$ cat src/common/uhi_defs.vh
// Purpose: constants for the usb hub interrupt unit
// Assumes: 8-bit register port, byte-wide registers
// Notes: offsets without a printed value are chosen locally
`ifndef UHI_DEFS_VH
`define UHI_DEFS_VH

// ------------------------------------------------------------
// register offsets
// ------------------------------------------------------------
`define UHI_ADDR_W 13
`define UHI_OFS_PSF 13'h003F
`define UHI_OFS_UES 13'h1FF7
`define UHI_OFS_SRE 13'h1FF9
`define UHI_OFS_UEM 13'h1FF0
`define UHI_OFS_UEA 13'h1FF1
`define UHI_OFS_UEE 13'h1FF2
`define UHI_OFS_SRS 13'h1FF3
`define UHI_OFS_SRM 13'h1FF4

// ------------------------------------------------------------
// field positions and masks
// ------------------------------------------------------------
`define UHI_BIT_SOF 7
`define UHI_BIT_EOF2 6
`define UHI_BIT_FEP3 4
`define UHI_BIT_HEP0 3
`define UHI_BIT_FEP2 2
`define UHI_BIT_FEP1 1
`define UHI_BIT_FEP0 0
`define UHI_UE_VALID 8'hDF
`define UHI_SR_VALID 8'h0F
`define UHI_BIT_BUSRST 3
`define UHI_BIT_RWUP 2
`define UHI_BIT_RSM 1
`define UHI_BIT_GSUSP 0
`define UHI_BIT_GIE 7
`define UHI_RESET_BYTE 8'h00
`define UHI_NUM_EP 5

// ------------------------------------------------------------
// endpoint types (two bits per endpoint)
// ------------------------------------------------------------
`define UHI_EPT_CTRL 2'h0
`define UHI_EPT_OUT 2'h1
`define UHI_EPT_IN 2'h2

// ------------------------------------------------------------
// timing
// ------------------------------------------------------------
`define UHI_EOF2_LEAD 10
`define UHI_BUSRST_MS 3
`define UHI_CLK_HZ 100000000
`define UHI_BUSRST_CYC ((`UHI_BUSRST_MS * `UHI_CLK_HZ) / 1000)

`endif

$ cat src/uhi_ep_event.v
// Purpose: per-endpoint event detector for the interrupt unit
// Assumes: endpoint engine flags are synchronous to sys_clk
// Notes: one pulse out per qualifying flag change

`include "uhi_defs.vh"

module uhi_ep_event (
  input wire sys_clk,        // system clock
  input wire rst_b,          // async reset, active low
  input wire clk_en,         // freezes state when low
  input wire [1:0] ep_type,  // endpoint type code
  input wire rx_out,         // received-out flag level
  input wire rx_setup,       // received-setup flag level
  input wire tx_ready,       // transmit-packet-ready level
  input wire tx_done,        // transmit-complete level
  input wire stall_sent,     // stall-sent level
  output wire ev_pulse       // one-cycle endpoint event
);

  reg rx_out_q;
  reg rx_setup_q;
  reg tx_ready_q;
  reg tx_done_q;
  reg stall_q;

  wire is_ctrl = (ep_type == `UHI_EPT_CTRL);
  wire is_out = (ep_type == `UHI_EPT_OUT);
  wire is_in = (ep_type == `UHI_EPT_IN);
  wire rx_out_rise = rx_out & ~rx_out_q;
  wire setup_rise = rx_setup & ~rx_setup_q;
  wire done_rise = tx_done & ~tx_done_q;
  wire ready_fall = ~tx_ready & tx_ready_q;
  wire stall_rise = stall_sent & ~stall_q;

  // ------------------------------------------------------------
  // trigger qualification by endpoint type
  // ------------------------------------------------------------
  assign ev_pulse = (rx_out_rise & (is_ctrl | is_out))
    | (ready_fall & done_rise & (is_ctrl | is_in))
    | (setup_rise & is_ctrl)
    | (done_rise & (is_ctrl | is_in))
    | (stall_rise & (is_ctrl | is_in));

  always @(posedge sys_clk or negedge rst_b) begin
    if (!rst_b) begin
      rx_out_q <= 1'b0;
      rx_setup_q <= 1'b0;
      tx_ready_q <= 1'b0;
      tx_done_q <= 1'b0;
      stall_q <= 1'b0;
    end else if (clk_en) begin
      rx_out_q <= rx_out;
      rx_setup_q <= rx_setup;
      tx_ready_q <= tx_ready;
      tx_done_q <= tx_done;
      stall_q <= stall_sent;
    end
  end

endmodule // uhi_ep_event

$ cat src/uhi_irq_unit.v
// Purpose: usb hub interrupt collection with status, enable, mask
// Assumes: register port is one-cycle strobes, read data next cycle
// Notes: no bus wait states; unmapped reads return zero
//
// Chosen here: the strobed register port.

`include "uhi_defs.vh"

module uhi_irq_unit #(
  parameter ADDR_W = `UHI_ADDR_W,       // register address width
  parameter NUM_EP = `UHI_NUM_EP,       // endpoint engines
  parameter NUM_PORTS = 3,              // hub downstream ports
  parameter BUSRST_CYC = `UHI_BUSRST_CYC // se0 length for bus reset
) (
  input wire sys_clk,                   // system clock
  input wire rst_b,                     // async reset, active low
  input wire clk_en,                    // freezes state when low
  input wire [ADDR_W-1:0] reg_addr,     // register address
  input wire [7:0] reg_wdata,           // write data
  input wire reg_wr,                    // write strobe
  input wire reg_rd,                    // read strobe
  output reg [7:0] reg_rdata,           // read data, cycle after strobe
  input wire sof_valid,                 // valid start-of-frame decoded
  input wire [15:0] frame_timer,        // hub frame timer count
  input wire [15:0] frame_period,       // frame timer count at next sof
  input wire [2*NUM_EP-1:0] ep_type,    // per endpoint type code
  input wire [NUM_EP-1:0] ep_rx_out,    // received-out levels
  input wire [NUM_EP-1:0] ep_rx_setup,  // received-setup levels
  input wire [NUM_EP-1:0] ep_tx_ready,  // transmit-ready levels
  input wire [NUM_EP-1:0] ep_tx_done,   // transmit-complete levels
  input wire [NUM_EP-1:0] ep_stall,     // stall-sent levels
  input wire se0_line,                  // upstream single-ended zero
  input wire external_interrupt_input_1, // remote wakeup request
  input wire [NUM_PORTS-1:0] port_resume, // resume seen per port
  input wire global_suspend_seen,       // global suspend detected
  input wire irq_taken,                 // core takes interrupt
  input wire return_from_interrupt,     // core executes return
  output reg irq_req,                   // interrupt request to core
  output reg usb_logic_reset,           // reset to usb logic only
  output reg cpu_reset_req              // reset request to processor
);

  // ------------------------------------------------------------
  // registers and state
  // ------------------------------------------------------------
  reg [7:0] processor_status_flags;
  reg [7:0] usb_event_status;
  reg [7:0] usb_event_mask;
  reg [7:0] usb_event_enable;
  reg [3:0] suspend_resume_status;
  reg [3:0] suspend_resume_enable;
  reg [3:0] suspend_resume_mask;
  reg [31:0] se0_cnt;
  reg se0_hit;
  reg ext1_q;
  reg gsusp_q;
  reg [NUM_PORTS-1:0] resume_q;
  reg [7:0] next_rdata;
  reg [7:0] next_ue_status;
  reg [3:0] next_sr_status;
  reg [7:0] ue_set;
  reg [3:0] sr_set;

  wire [NUM_EP-1:0] ep_ev;
  wire hit_psf = (reg_addr == `UHI_OFS_PSF);
  wire hit_ues = (reg_addr == `UHI_OFS_UES);
  wire hit_uem = (reg_addr == `UHI_OFS_UEM);
  wire hit_uea = (reg_addr == `UHI_OFS_UEA);
  wire hit_uee = (reg_addr == `UHI_OFS_UEE);
  wire hit_srs = (reg_addr == `UHI_OFS_SRS);
  wire hit_sre = (reg_addr == `UHI_OFS_SRE);
  wire hit_srm = (reg_addr == `UHI_OFS_SRM);

  // ------------------------------------------------------------
  // endpoint event detectors, endpoint order 0,1,2,hub0,3
  // ------------------------------------------------------------
  genvar gi;
  generate
    for (gi = 0; gi < NUM_EP; gi = gi + 1) begin : g_ep
      uhi_ep_event u_ev (
        .sys_clk(sys_clk),
        .rst_b(rst_b),
        .clk_en(clk_en),
        .ep_type(ep_type[2*gi+1:2*gi]),
        .rx_out(ep_rx_out[gi]),
        .rx_setup(ep_rx_setup[gi]),
        .tx_ready(ep_tx_ready[gi]),
        .tx_done(ep_tx_done[gi]),
        .stall_sent(ep_stall[gi]),
        .ev_pulse(ep_ev[gi])
      );
    end
  endgenerate

  // ------------------------------------------------------------
  // event sources
  // ------------------------------------------------------------
  wire eof2_hit = (frame_timer + 16'd`UHI_EOF2_LEAD == frame_period);
  wire resume_other = |(port_resume[NUM_PORTS-1:1] & ~resume_q[NUM_PORTS-1:1]);
  wire bus_sep = suspend_resume_enable[`UHI_BIT_BUSRST]
    & suspend_resume_mask[`UHI_BIT_BUSRST];
  wire se0_long = se0_line & (se0_cnt == BUSRST_CYC - 1) & ~se0_hit;

  always @* begin
    ue_set = `UHI_RESET_BYTE;
    ue_set[`UHI_BIT_SOF] = sof_valid;
    ue_set[`UHI_BIT_EOF2] = eof2_hit;
    ue_set[`UHI_BIT_FEP0] = ep_ev[0];
    ue_set[`UHI_BIT_FEP1] = ep_ev[1];
    ue_set[`UHI_BIT_FEP2] = ep_ev[2];
    ue_set[`UHI_BIT_HEP0] = ep_ev[3];
    ue_set[`UHI_BIT_FEP3] = ep_ev[4];
    sr_set = 4'h0;
    sr_set[`UHI_BIT_BUSRST] = se0_long & bus_sep;
    sr_set[`UHI_BIT_RWUP] = external_interrupt_input_1 & ~ext1_q;
    sr_set[`UHI_BIT_RSM] = resume_other;
    sr_set[`UHI_BIT_GSUSP] = global_suspend_seen & ~gsusp_q;
  end

  // ------------------------------------------------------------
  // next status: set wins over clear
  // ------------------------------------------------------------
  always @* begin
    next_ue_status = usb_event_status;
    if (reg_wr && hit_uea) begin
      next_ue_status = usb_event_status & ~reg_wdata;
    end
    next_ue_status = (next_ue_status | ue_set) & `UHI_UE_VALID;
    next_sr_status = suspend_resume_status;
    if (reg_wr && hit_srs) begin
      next_sr_status = suspend_resume_status & reg_wdata[3:0];
    end
    next_sr_status = next_sr_status | sr_set;
  end

  // ------------------------------------------------------------
  // read mux
  // ------------------------------------------------------------
  always @* begin
    next_rdata = `UHI_RESET_BYTE;
    case (1'b1)
      hit_psf: next_rdata = processor_status_flags;
      hit_ues: next_rdata = usb_event_status & `UHI_UE_VALID;
      hit_uem: next_rdata = usb_event_mask & `UHI_UE_VALID;
      hit_uee: next_rdata = usb_event_enable & `UHI_UE_VALID;
      hit_srs: next_rdata = {4'h0, suspend_resume_status};
      hit_sre: next_rdata = {4'h0, suspend_resume_enable};
      hit_srm: next_rdata = {4'h0, suspend_resume_mask};
      default: next_rdata = `UHI_RESET_BYTE;
    endcase
  end

  // ------------------------------------------------------------
  // interrupt request
  // ------------------------------------------------------------
  wire ue_active = |(usb_event_status & usb_event_enable & ~usb_event_mask);
  wire sr_active = |(suspend_resume_status & suspend_resume_enable
    & suspend_resume_mask);
  wire next_irq = processor_status_flags[`UHI_BIT_GIE]
    & (ue_active | sr_active);

  // ------------------------------------------------------------
  // per-register write strobes
  // ------------------------------------------------------------
  wire wr_psf = reg_wr & hit_psf;
  wire wr_uem = reg_wr & hit_uem;
  wire wr_uee = reg_wr & hit_uee;
  wire wr_sre = reg_wr & hit_sre;
  wire wr_srm = reg_wr & hit_srm;
  wire se0_done = se0_line & (se0_hit | se0_long);

  // ------------------------------------------------------------
  // edge history of the level sources
  // ------------------------------------------------------------
  // reset to the idle low level so that leaving reset gives no false edge
  always @(posedge sys_clk or negedge rst_b) begin
    if (!rst_b) begin
      ext1_q <= 1'h0;
      gsusp_q <= 1'h0;
      resume_q <= {NUM_PORTS{1'h0}};
    end else if (clk_en) begin
      ext1_q <= external_interrupt_input_1;
      gsusp_q <= global_suspend_seen;
      resume_q <= port_resume;
    end
  end

  // ------------------------------------------------------------
  // event status flags
  // ------------------------------------------------------------
  // set-versus-clear priority is settled in the next-status logic above
  always @(posedge sys_clk or negedge rst_b) begin
    if (!rst_b) begin
      usb_event_status <= `UHI_RESET_BYTE;
    end else if (clk_en) begin
      usb_event_status <= next_ue_status;
    end
  end

  always @(posedge sys_clk or negedge rst_b) begin
    if (!rst_b) begin
      suspend_resume_status <= 4'h0;
    end else if (clk_en) begin
      suspend_resume_status <= next_sr_status;
    end
  end

  // ------------------------------------------------------------
  // software configuration registers
  // ------------------------------------------------------------
  // bit 5 has no event behind it, so mask and enable keep it at zero
  always @(posedge sys_clk or negedge rst_b) begin
    if (!rst_b) begin
      usb_event_mask <= `UHI_RESET_BYTE;
    end else if (clk_en && wr_uem) begin
      usb_event_mask <= reg_wdata & `UHI_UE_VALID;
    end
  end

  always @(posedge sys_clk or negedge rst_b) begin
    if (!rst_b) begin
      usb_event_enable <= `UHI_RESET_BYTE;
    end else if (clk_en && wr_uee) begin
      usb_event_enable <= reg_wdata & `UHI_UE_VALID;
    end
  end

  always @(posedge sys_clk or negedge rst_b) begin
    if (!rst_b) begin
      suspend_resume_enable <= 4'h0;
    end else if (clk_en && wr_sre) begin
      suspend_resume_enable <= reg_wdata[3:0];
    end
  end

  // a suspend mask bit of one shows the event: the reverse of the usb mask
  always @(posedge sys_clk or negedge rst_b) begin
    if (!rst_b) begin
      suspend_resume_mask <= 4'h0;
    end else if (clk_en && wr_srm) begin
      suspend_resume_mask <= reg_wdata[3:0];
    end
  end

  // ------------------------------------------------------------
  // processor status flags and global enable
  // ------------------------------------------------------------
  // only the global enable is touched by hardware; the rest is storage
  always @(posedge sys_clk or negedge rst_b) begin
    if (!rst_b) begin
      processor_status_flags <= `UHI_RESET_BYTE;
    end else if (clk_en) begin
      // hardware clear on take wins over a firmware write the same cycle
      if (irq_taken) begin
        processor_status_flags <= {1'b0, processor_status_flags[6:0]};
      end else if (return_from_interrupt) begin
        processor_status_flags <= {1'b1, processor_status_flags[6:0]};
      end else if (wr_psf) begin
        processor_status_flags <= reg_wdata;
      end
    end
  end

  // ------------------------------------------------------------
  // read data: one cycle after the strobe, zero otherwise
  // ------------------------------------------------------------
  always @(posedge sys_clk or negedge rst_b) begin
    if (!rst_b) begin
      reg_rdata <= `UHI_RESET_BYTE;
    end else if (clk_en) begin
      reg_rdata <= reg_rd ? next_rdata : `UHI_RESET_BYTE;
    end
  end

  // ------------------------------------------------------------
  // interrupt request to the core
  // ------------------------------------------------------------
  // dropped in the taking cycle so the core never takes one event twice
  always @(posedge sys_clk or negedge rst_b) begin
    if (!rst_b) begin
      irq_req <= 1'h0;
    end else if (clk_en) begin
      irq_req <= next_irq & ~irq_taken;
    end
  end

  // ------------------------------------------------------------
  // bus reset length counter
  // ------------------------------------------------------------
  // saturates so one long se0 gives one event; 32 bits hold the
  // count at any clock rate this block is likely to meet
  always @(posedge sys_clk or negedge rst_b) begin
    if (!rst_b) begin
      se0_cnt <= 32'h0;
      se0_hit <= 1'h0;
    end else if (clk_en) begin
      if (!se0_line) begin
        se0_cnt <= 32'h0;
        se0_hit <= 1'h0;
      end else if (se0_cnt != BUSRST_CYC - 1) begin
        se0_cnt <= se0_cnt + 32'h1;
      end else begin
        se0_hit <= 1'h1;
      end
    end
  end

  // ------------------------------------------------------------
  // reset outputs
  // ------------------------------------------------------------
  // without separation the long se0 also asks for a processor reset
  always @(posedge sys_clk or negedge rst_b) begin
    if (!rst_b) begin
      usb_logic_reset <= 1'h0;
      cpu_reset_req <= 1'h0;
    end else if (clk_en) begin
      usb_logic_reset <= se0_done;
      cpu_reset_req <= se0_done & ~bus_sep;
    end
  end

endmodule // uhi_irq_unit

$ cat config.mk
export PLATFORM = sky130hd
export DESIGN_NAME = uhi_irq_unit
export DESIGN_NICKNAME = d
export VERILOG_FILES = /design/src/uhi_ep_event.v /design/src/uhi_irq_unit.v
export VERILOG_INCLUDE_DIRS = /design/src /design/src/common
export SDC_FILE = /design/constraint.sdc
export NUM_CORES = 1
export LEC_CHECK = 0
export BUFFER_PORTS_ARGS = -buffer_cell sky130_fd_sc_hd__buf_4
export CAP_MARGIN = 5
export CORE_ASPECT_RATIO = 1.4
export CORE_MARGIN = 4
export CORE_UTILIZATION = 45
export DETAILED_ROUTE_END_ITERATION = 6
export GPL_TIMING_DRIVEN = 0
export PLACE_DENSITY = 0.66
export SYNTH_ARGS = -nofsm -noshare
export SYNTH_HDL_FRONTEND = slang
export SYNTH_SLANG_ARGS = --single-unit
$ cat constraint.sdc
create_clock -name sys_clk -period 2.6 [get_ports sys_clk]
set_clock_uncertainty 0.2 [all_clocks]
set_input_delay 0.13 -clock sys_clk [delete_from_list [all_inputs] [get_ports sys_clk]]
set_output_delay 0.13 -clock sys_clk [all_outputs]
set_load 0.05 [all_outputs]
* Word-level counts from Yosys, hierarchy flattened
Cells that the tools add are included.
** Storage, ports and cells
- Input bits :: 102
- Output and inout bits :: 11
- Word-level logic and storage cells :: 248
- Flip-flop bits (word level) :: 115
** Cells by class
- Muxes and demuxes :: 17
- Bitwise gates (word level) :: 145
- Reduce and logical (&&, ||, !) cells :: 19
- Eq/ne operators :: 23
- Add/subtract/negate cells :: 2
** Operators with widths (number)
- 13-bit == test, second input constant :: 7
- 8-bit 2-to-1 mux :: 10
- 1-bit AND :: 70
- 32-bit 2-to-1 mux :: 2
- 32-bit by 1-bit adder with 32-bit output, second input constant :: 1
- 32-bit by 19-bit == test with 1-bit output, second input constant :: 1
- 32-bit by 19-bit != test with 1-bit output, second input constant :: 1
- 1-bit bitwise OR :: 32
- 1-bit inverter :: 31
- 8-bit AND :: 3
- 16-bit by 4-bit adder with 16-bit output, second input constant :: 1
- 16-bit == test :: 1
- 8-bit inverter :: 2
- 13-bit by 6-bit == test with 1-bit output, second input constant :: 1
- 4-bit AND :: 3
- 4-bit 2-to-1 mux :: 3
- 2-bit by 1-bit == test with 1-bit output, second input constant :: 5
- 2-bit == test, second input constant :: 5
- 2-bit zero test :: 5
- 8-bit bitwise OR :: 1
- 8-bit OR reduction :: 1
- 1-bit logical AND :: 6
- 2-bit AND reduction :: 3
- 4-bit bitwise OR :: 1
- other kinds (9) :: 10

* Logic depth before layout (Yosys ltp)
- Depth in word-level cells :: 9
- Gate-level depth with buffers :: 7
- Gate-level depth less buffers :: 6

* Hierarchy
A second synthesis with hierarchy kept.
** Second synthesis, totals
- Cells, all modules :: 598
- Area total of the unflattened synthesis :: 6005.8 µm²
** By module, submodules not included
- uhi_irq_unit :: area an instance 5054.8 µm², sequential area each 2227.1 µm², instances 1, cells each 503
- uhi_ep_event :: area an instance 190.2 µm², sequential area each 100.1 µm², instances 5, cells each 19

* Worst setup path before layout
No wires, ideal clock.
- Path type :: reg-to-reg
- Start point :: register se0_cnt[26]
- End point :: register suspend_resume_status[3]
- Required time :: 2.290 ns
- Stages on the path, launching flop included :: 7
- Slack :: 0.270 ns
- Clock period less this slack :: 2.330 ns
- Buffers on the path :: 1
- Library setup time :: 0.110 ns
- Arrival :: 2.020 ns
- Cell sequence :: dfrtp_1 > or4b_2 > nor4_4 > and2_1 > buf_4 > inv_1 > o41ai_1
** On the way
- Word-level cells in the longest chain between the ends :: 5
** Ends and longest elaborated chain
- from (decl) :: RTL line uhi_irq_unit.v:53 : reg [31:0] se0_cnt;
- from (signal assigned) :: RTL line uhi_irq_unit.v:301 : se0_cnt <= se0_cnt + 32'h1;
- 32-bit by 19-bit == test with 1-bit output :: RTL line uhi_irq_unit.v:102 : wire se0_long = se0_line & (se0_cnt == BUSRST_CYC - 1) & ~se0_hit;
- 1-bit AND (2 in series) :: RTL line uhi_irq_unit.v:102
- 1-bit AND :: RTL line uhi_irq_unit.v:114 : sr_set[`UHI_BIT_BUSRST] = se0_long & bus_sep;
- 4-bit bitwise OR :: RTL line uhi_irq_unit.v:133 : next_sr_status = next_sr_status | sr_set;
- to (signal assigned) :: RTL line uhi_irq_unit.v:204 : suspend_resume_status <= next_sr_status;
- to (decl) :: RTL line uhi_irq_unit.v:50 : reg [3:0] suspend_resume_status;
Every way passes these cells.
A chain may end at the register's enable or synchronous reset.

* Worst setup path after layout
- Start point :: input port reg_addr[11]
- End point :: register usb_event_mask[1]
** On the way
- Word-level cells in the longest chain between the ends :: 3
** Ends and longest elaborated chain
- from (decl) :: RTL line uhi_irq_unit.v:18 : input wire [ADDR_W-1:0] reg_addr,
- 13-bit == test (no source line)
- 1-bit AND :: RTL line uhi_irq_unit.v:166 : wire wr_uem = reg_wr & hit_uem;
- 1-bit logical AND :: RTL line uhi_irq_unit.v:215 : end else if (clk_en && wr_uem) begin
- to (signal assigned) :: RTL line uhi_irq_unit.v:214 : usb_event_mask <= `UHI_RESET_BYTE;
- to (signal assigned) :: RTL line uhi_irq_unit.v:216 : usb_event_mask <= reg_wdata & `UHI_UE_VALID;
- to (decl) :: RTL line uhi_irq_unit.v:48 : reg [7:0] usb_event_mask;
Every way passes these cells.

==> metrics.md <==
| Metric | Value |
|---|---|
| Status | `complete, no violations` |
| Netlist cell types | `62` |
| Switch share | `0.259` |
| Routed WL | `about 17,000 um` |
| Setup violators final | `0` |
| Synth area leaders | `dfrtp_1, mux2_2, xnor2_1, nand2_1, o21ai_0` |
| Switching power total | `0.925 mW` |
| Number of buffers created by CTS | `9` |
| FMAX | `approximately 0.41 GHz` |
| Worst-Margin Slew | `1050 ps` |
| Worst IR Drop VDD | `0.442 mV` |
| CTS root buffer | `clkbuf_16` |
| DRT iter0 DRCs | `slightly above 300` |
| Non-filler cells, final | `just over 900` |
| Area after DPL | `6930 sq um` |
| DR vias/cell | `5.87` |
| Ys flop type | `dfrtp_1` |
| Area grow syn2layout | `28.4%` |
| Crit path depth | `5` |
| GP Congestion | `0.944` |
| Final nets | `869` |
| Core area | `about 13,000 sq um` |
| Final cycle utilization of the critical path | `0.932` |
| Critical path's slowest cell | `nor3_1` |
| Worst hold slack | `11.2 ps` |
| CTS sink cnt | `109` |
| Die extent in x | `105 um` |
| Max Cap Violations | `0` |
| DRT Pass-1 Iters | `5` |
| Worst Path Max Fanout | `9` |
| Die H | `144 um` |
| Slowest stage delay, CP | `880 ps` |
| Post-Syn Nets | `714` |
| Reg clk slew, reported paths | `70 ps` |
| Leakage power | `3.28 nW` |
| Startpoint Class | `input pin` |
| First-pass GRT wire length | `27,600 um` |
| Final Hold Vio Count | `0` |
| Mapped Area | `between 5000 and 6000 sq um` |
| Synth top area share | `0.459` |
| Ant diodes | `0` |
| Initial core utilization | `0.461` |
| Final worst setup slack | `178 ps` |
| Worst Hold Class | `in2reg` |
| Leading cell types in the layout, fill and taps excluded | `dfrtp_1, buf_4, nand2_1` |
| Cells after DPL | `866` |
| CP delay by family, top | `simple AND/OR/NAND/NOR gates` |
| Port bufs | `102` |
| Combinational cell fraction of total power | `0.141` |
| Clk pwr share | `0.364` |
| TritonCTS clock tree | `done` |
| Vias in the first global route | `5,574` |
| Fraction of layout cells with a size suffix above 1 | `0.223` |
| Unrepaired setup endpoints after global routing | `false` |
| Most common cell after layout, fill and taps aside | `dfrtp_1` |
| Ports | `113` |
| Register bit total from synthesis | `109` |
| Final core utilization | `0.593` |
| Post-synthesis instance total | `610` |
| Mapped Avg Cell Area | `9.74 sq um` |
| Crit path cell chain | `buf_4 -> nand4_1 -> nor3_1 -> nand4_1 -> mux2_2` |
| Internal Power | `2.65 mW` |
| Pre-CTS setup slack | `-296 ps` |
| Hold path depth | `3` |
| Post-synth EDFFs | `0` |
| Total GRT Usage | `0.229` |
| Synth warnings | `0` |
| Die Area | `15,100 sq um` |
| Post-route ant nets | `0` |
| Seq pwr share | `0.496` |
| H-tree Lvls | `3` |
| Slew Viols, Final | `0` |
| Design area | `7630 sq um` |
| Vias | `5,421` |
| WP buf/inv | `1` |
| PD cells | `468 nW/um^2` |
| Ys async rst share | `1.00` |
| DP HPWL | `about 13,000 um` |
| GRT overflow | `0` |
| Most frequent CP cell | `nand4_1` |
| TNS Setup | `0 ps` |
| Worst skew pair latency | `340 ps` |
| Seq/Total Area, Yosys | `0.459` |
| Req. time, crit path | `around 2600 ps` |
| WL per Instance | `18.4 um` |
| CP Class | `in2reg` |
| Drt drc | `0` |
| Maximum clock insertion buffer count | `2` |
| Leading area contributor after synthesis | `dfrtp_1` |
| FP Rows | `49` |
| Initial antenna violation count | `0` |
| Tmin final | `2420 ps` |
| Worst Reg-to-Reg Cells | `5` |
| CP Capture Type | `flip-flop` |
| Largest net degree at the start of global routing | `a little over 70` |
| Worst Path Arrival | `2450 ps` |
| Max_slew headroom | `0.297` |
| Final Power | `3.57 mW` |
==> kinds of logic (layout without fill, tap and decap cells) <==
kind of cell | Yosys count | in the layout | share of synthesized area
AO/OA/AOI/OAI | 124 | 124 | 0.141
XOR/XNOR | 45 | 45 | 0.0663
adder cells (fa/ha/maj) | 2 | 2 | 0.00421
buffers and inverters | 60 | 220 | 0.0398
flip-flops | 109 | 109 | 0.459
multiplexers | 41 | 41 | 0.0775
AND/OR/NAND/NOR | 229 | 229 | 0.212
==> synth_stat cells, types with 4 or more instances <==
library cell,instances
dfrtp_1,109
nand2_1,55
mux2_2,40
xnor2_1,38
nor2_1,35
o21ai_0,35
inv_1,32
clkbuf_1,22
nand3_1,22
nor3_1,21
nor4_1,17
a21oi_1,16
nand4_1,15
a22oi_1,11
a22o_1,9
nand3b_1,9
a31oi_1,8
or3_1,8
nor3b_1,7
o22ai_1,7
xor2_1,7
nor2b_1,6
and4_1,5
a32oi_1,4
and3_1,4
nand2b_1,4
nand4b_1,4
o31ai_1,4
==> area by class of cell <==
class,instances,area (sq um)
tap,153,191
clock buffer,10,229
fill,1164,5250
timing repair buffer,144,1200
inverter,33,124
clock inverter,6,48.8
sequential,109,2730
multi-input combinational,441,2990
buffer,27,113
==> flip-flops by register name, summed over array words and instances, names as in the netlist, 2 cells and up <==
register,count
suspend_resume_enable,4
usb_event_enable,7
g_ep.u_ev.rx_out_q,5
suspend_resume_status,4
g_ep.u_ev.stall_q,5
g_ep.u_ev.tx_done_q,5
se0_cnt,32
suspend_resume_mask,4
resume_q,2
processor_status_flags,8
g_ep.u_ev.rx_setup_q,5
usb_event_status,7
usb_event_mask,7
reg_rdata,8
==> layer usage <==
metal,part of all wire,vias up,global-route usage
met3,0.035,37,0.0297
met5,0,-,0
met2,0.54,149,0.422
met1,0.40,2687,0.267
met4,0.030,0,0.0961
li1,-,2548,-
==> power by group through the flow <==
stage,combinational [mW],clock [mW],sequential (mW)
after floorplan,0.206,0,1.80
after global routing,0.557,1.39,1.78
final,0.502,1.30,1.77
after global placement,0.435,0,1.80
after detailed placement,0.454,0,1.80
after CTS,0.505,1.32,1.77
==> worst min-delay path, delay by kind of cell <==
family	cells	cell delay (ps)
AOI/OAI and AO/OA	2	300
buffers and inverters	1	90
==> what timing repair did <==
item                                    CTS  global route
endpoints found under the hold margin   106             0
pin swaps                                 1             1
endpoints found under the setup margin    1            15
buffers inserted                          0             1
gates resized for setup                   0             3
hold buffers                             40             0
==> final timing paths <==
check,slack (ps),to,from
max reg2reg,180,se0_cnt[31]$_DFFE_PN0P_,se0_cnt[16]$_DFFE_PN0P_
max in group asynchronous,1360,usb_event_mask[4]$_DFFE_PN0P_,rst_b
min reg2reg,290,reg_rdata[3]$_DFFE_PN0P_,reg_rdata[3]$_DFFE_PN0P_
min,10,usb_event_status[0]$_DFFE_PN0P_,ep_type[0]
min in group asynchronous,100,g_ep[3].u_ev.rx_setup_q$_DFFE_PN0P_,rst_b
max,180,usb_event_mask[1]$_DFFE_PN0P_,reg_addr[11]
Power figures use the tool's default switching activity.
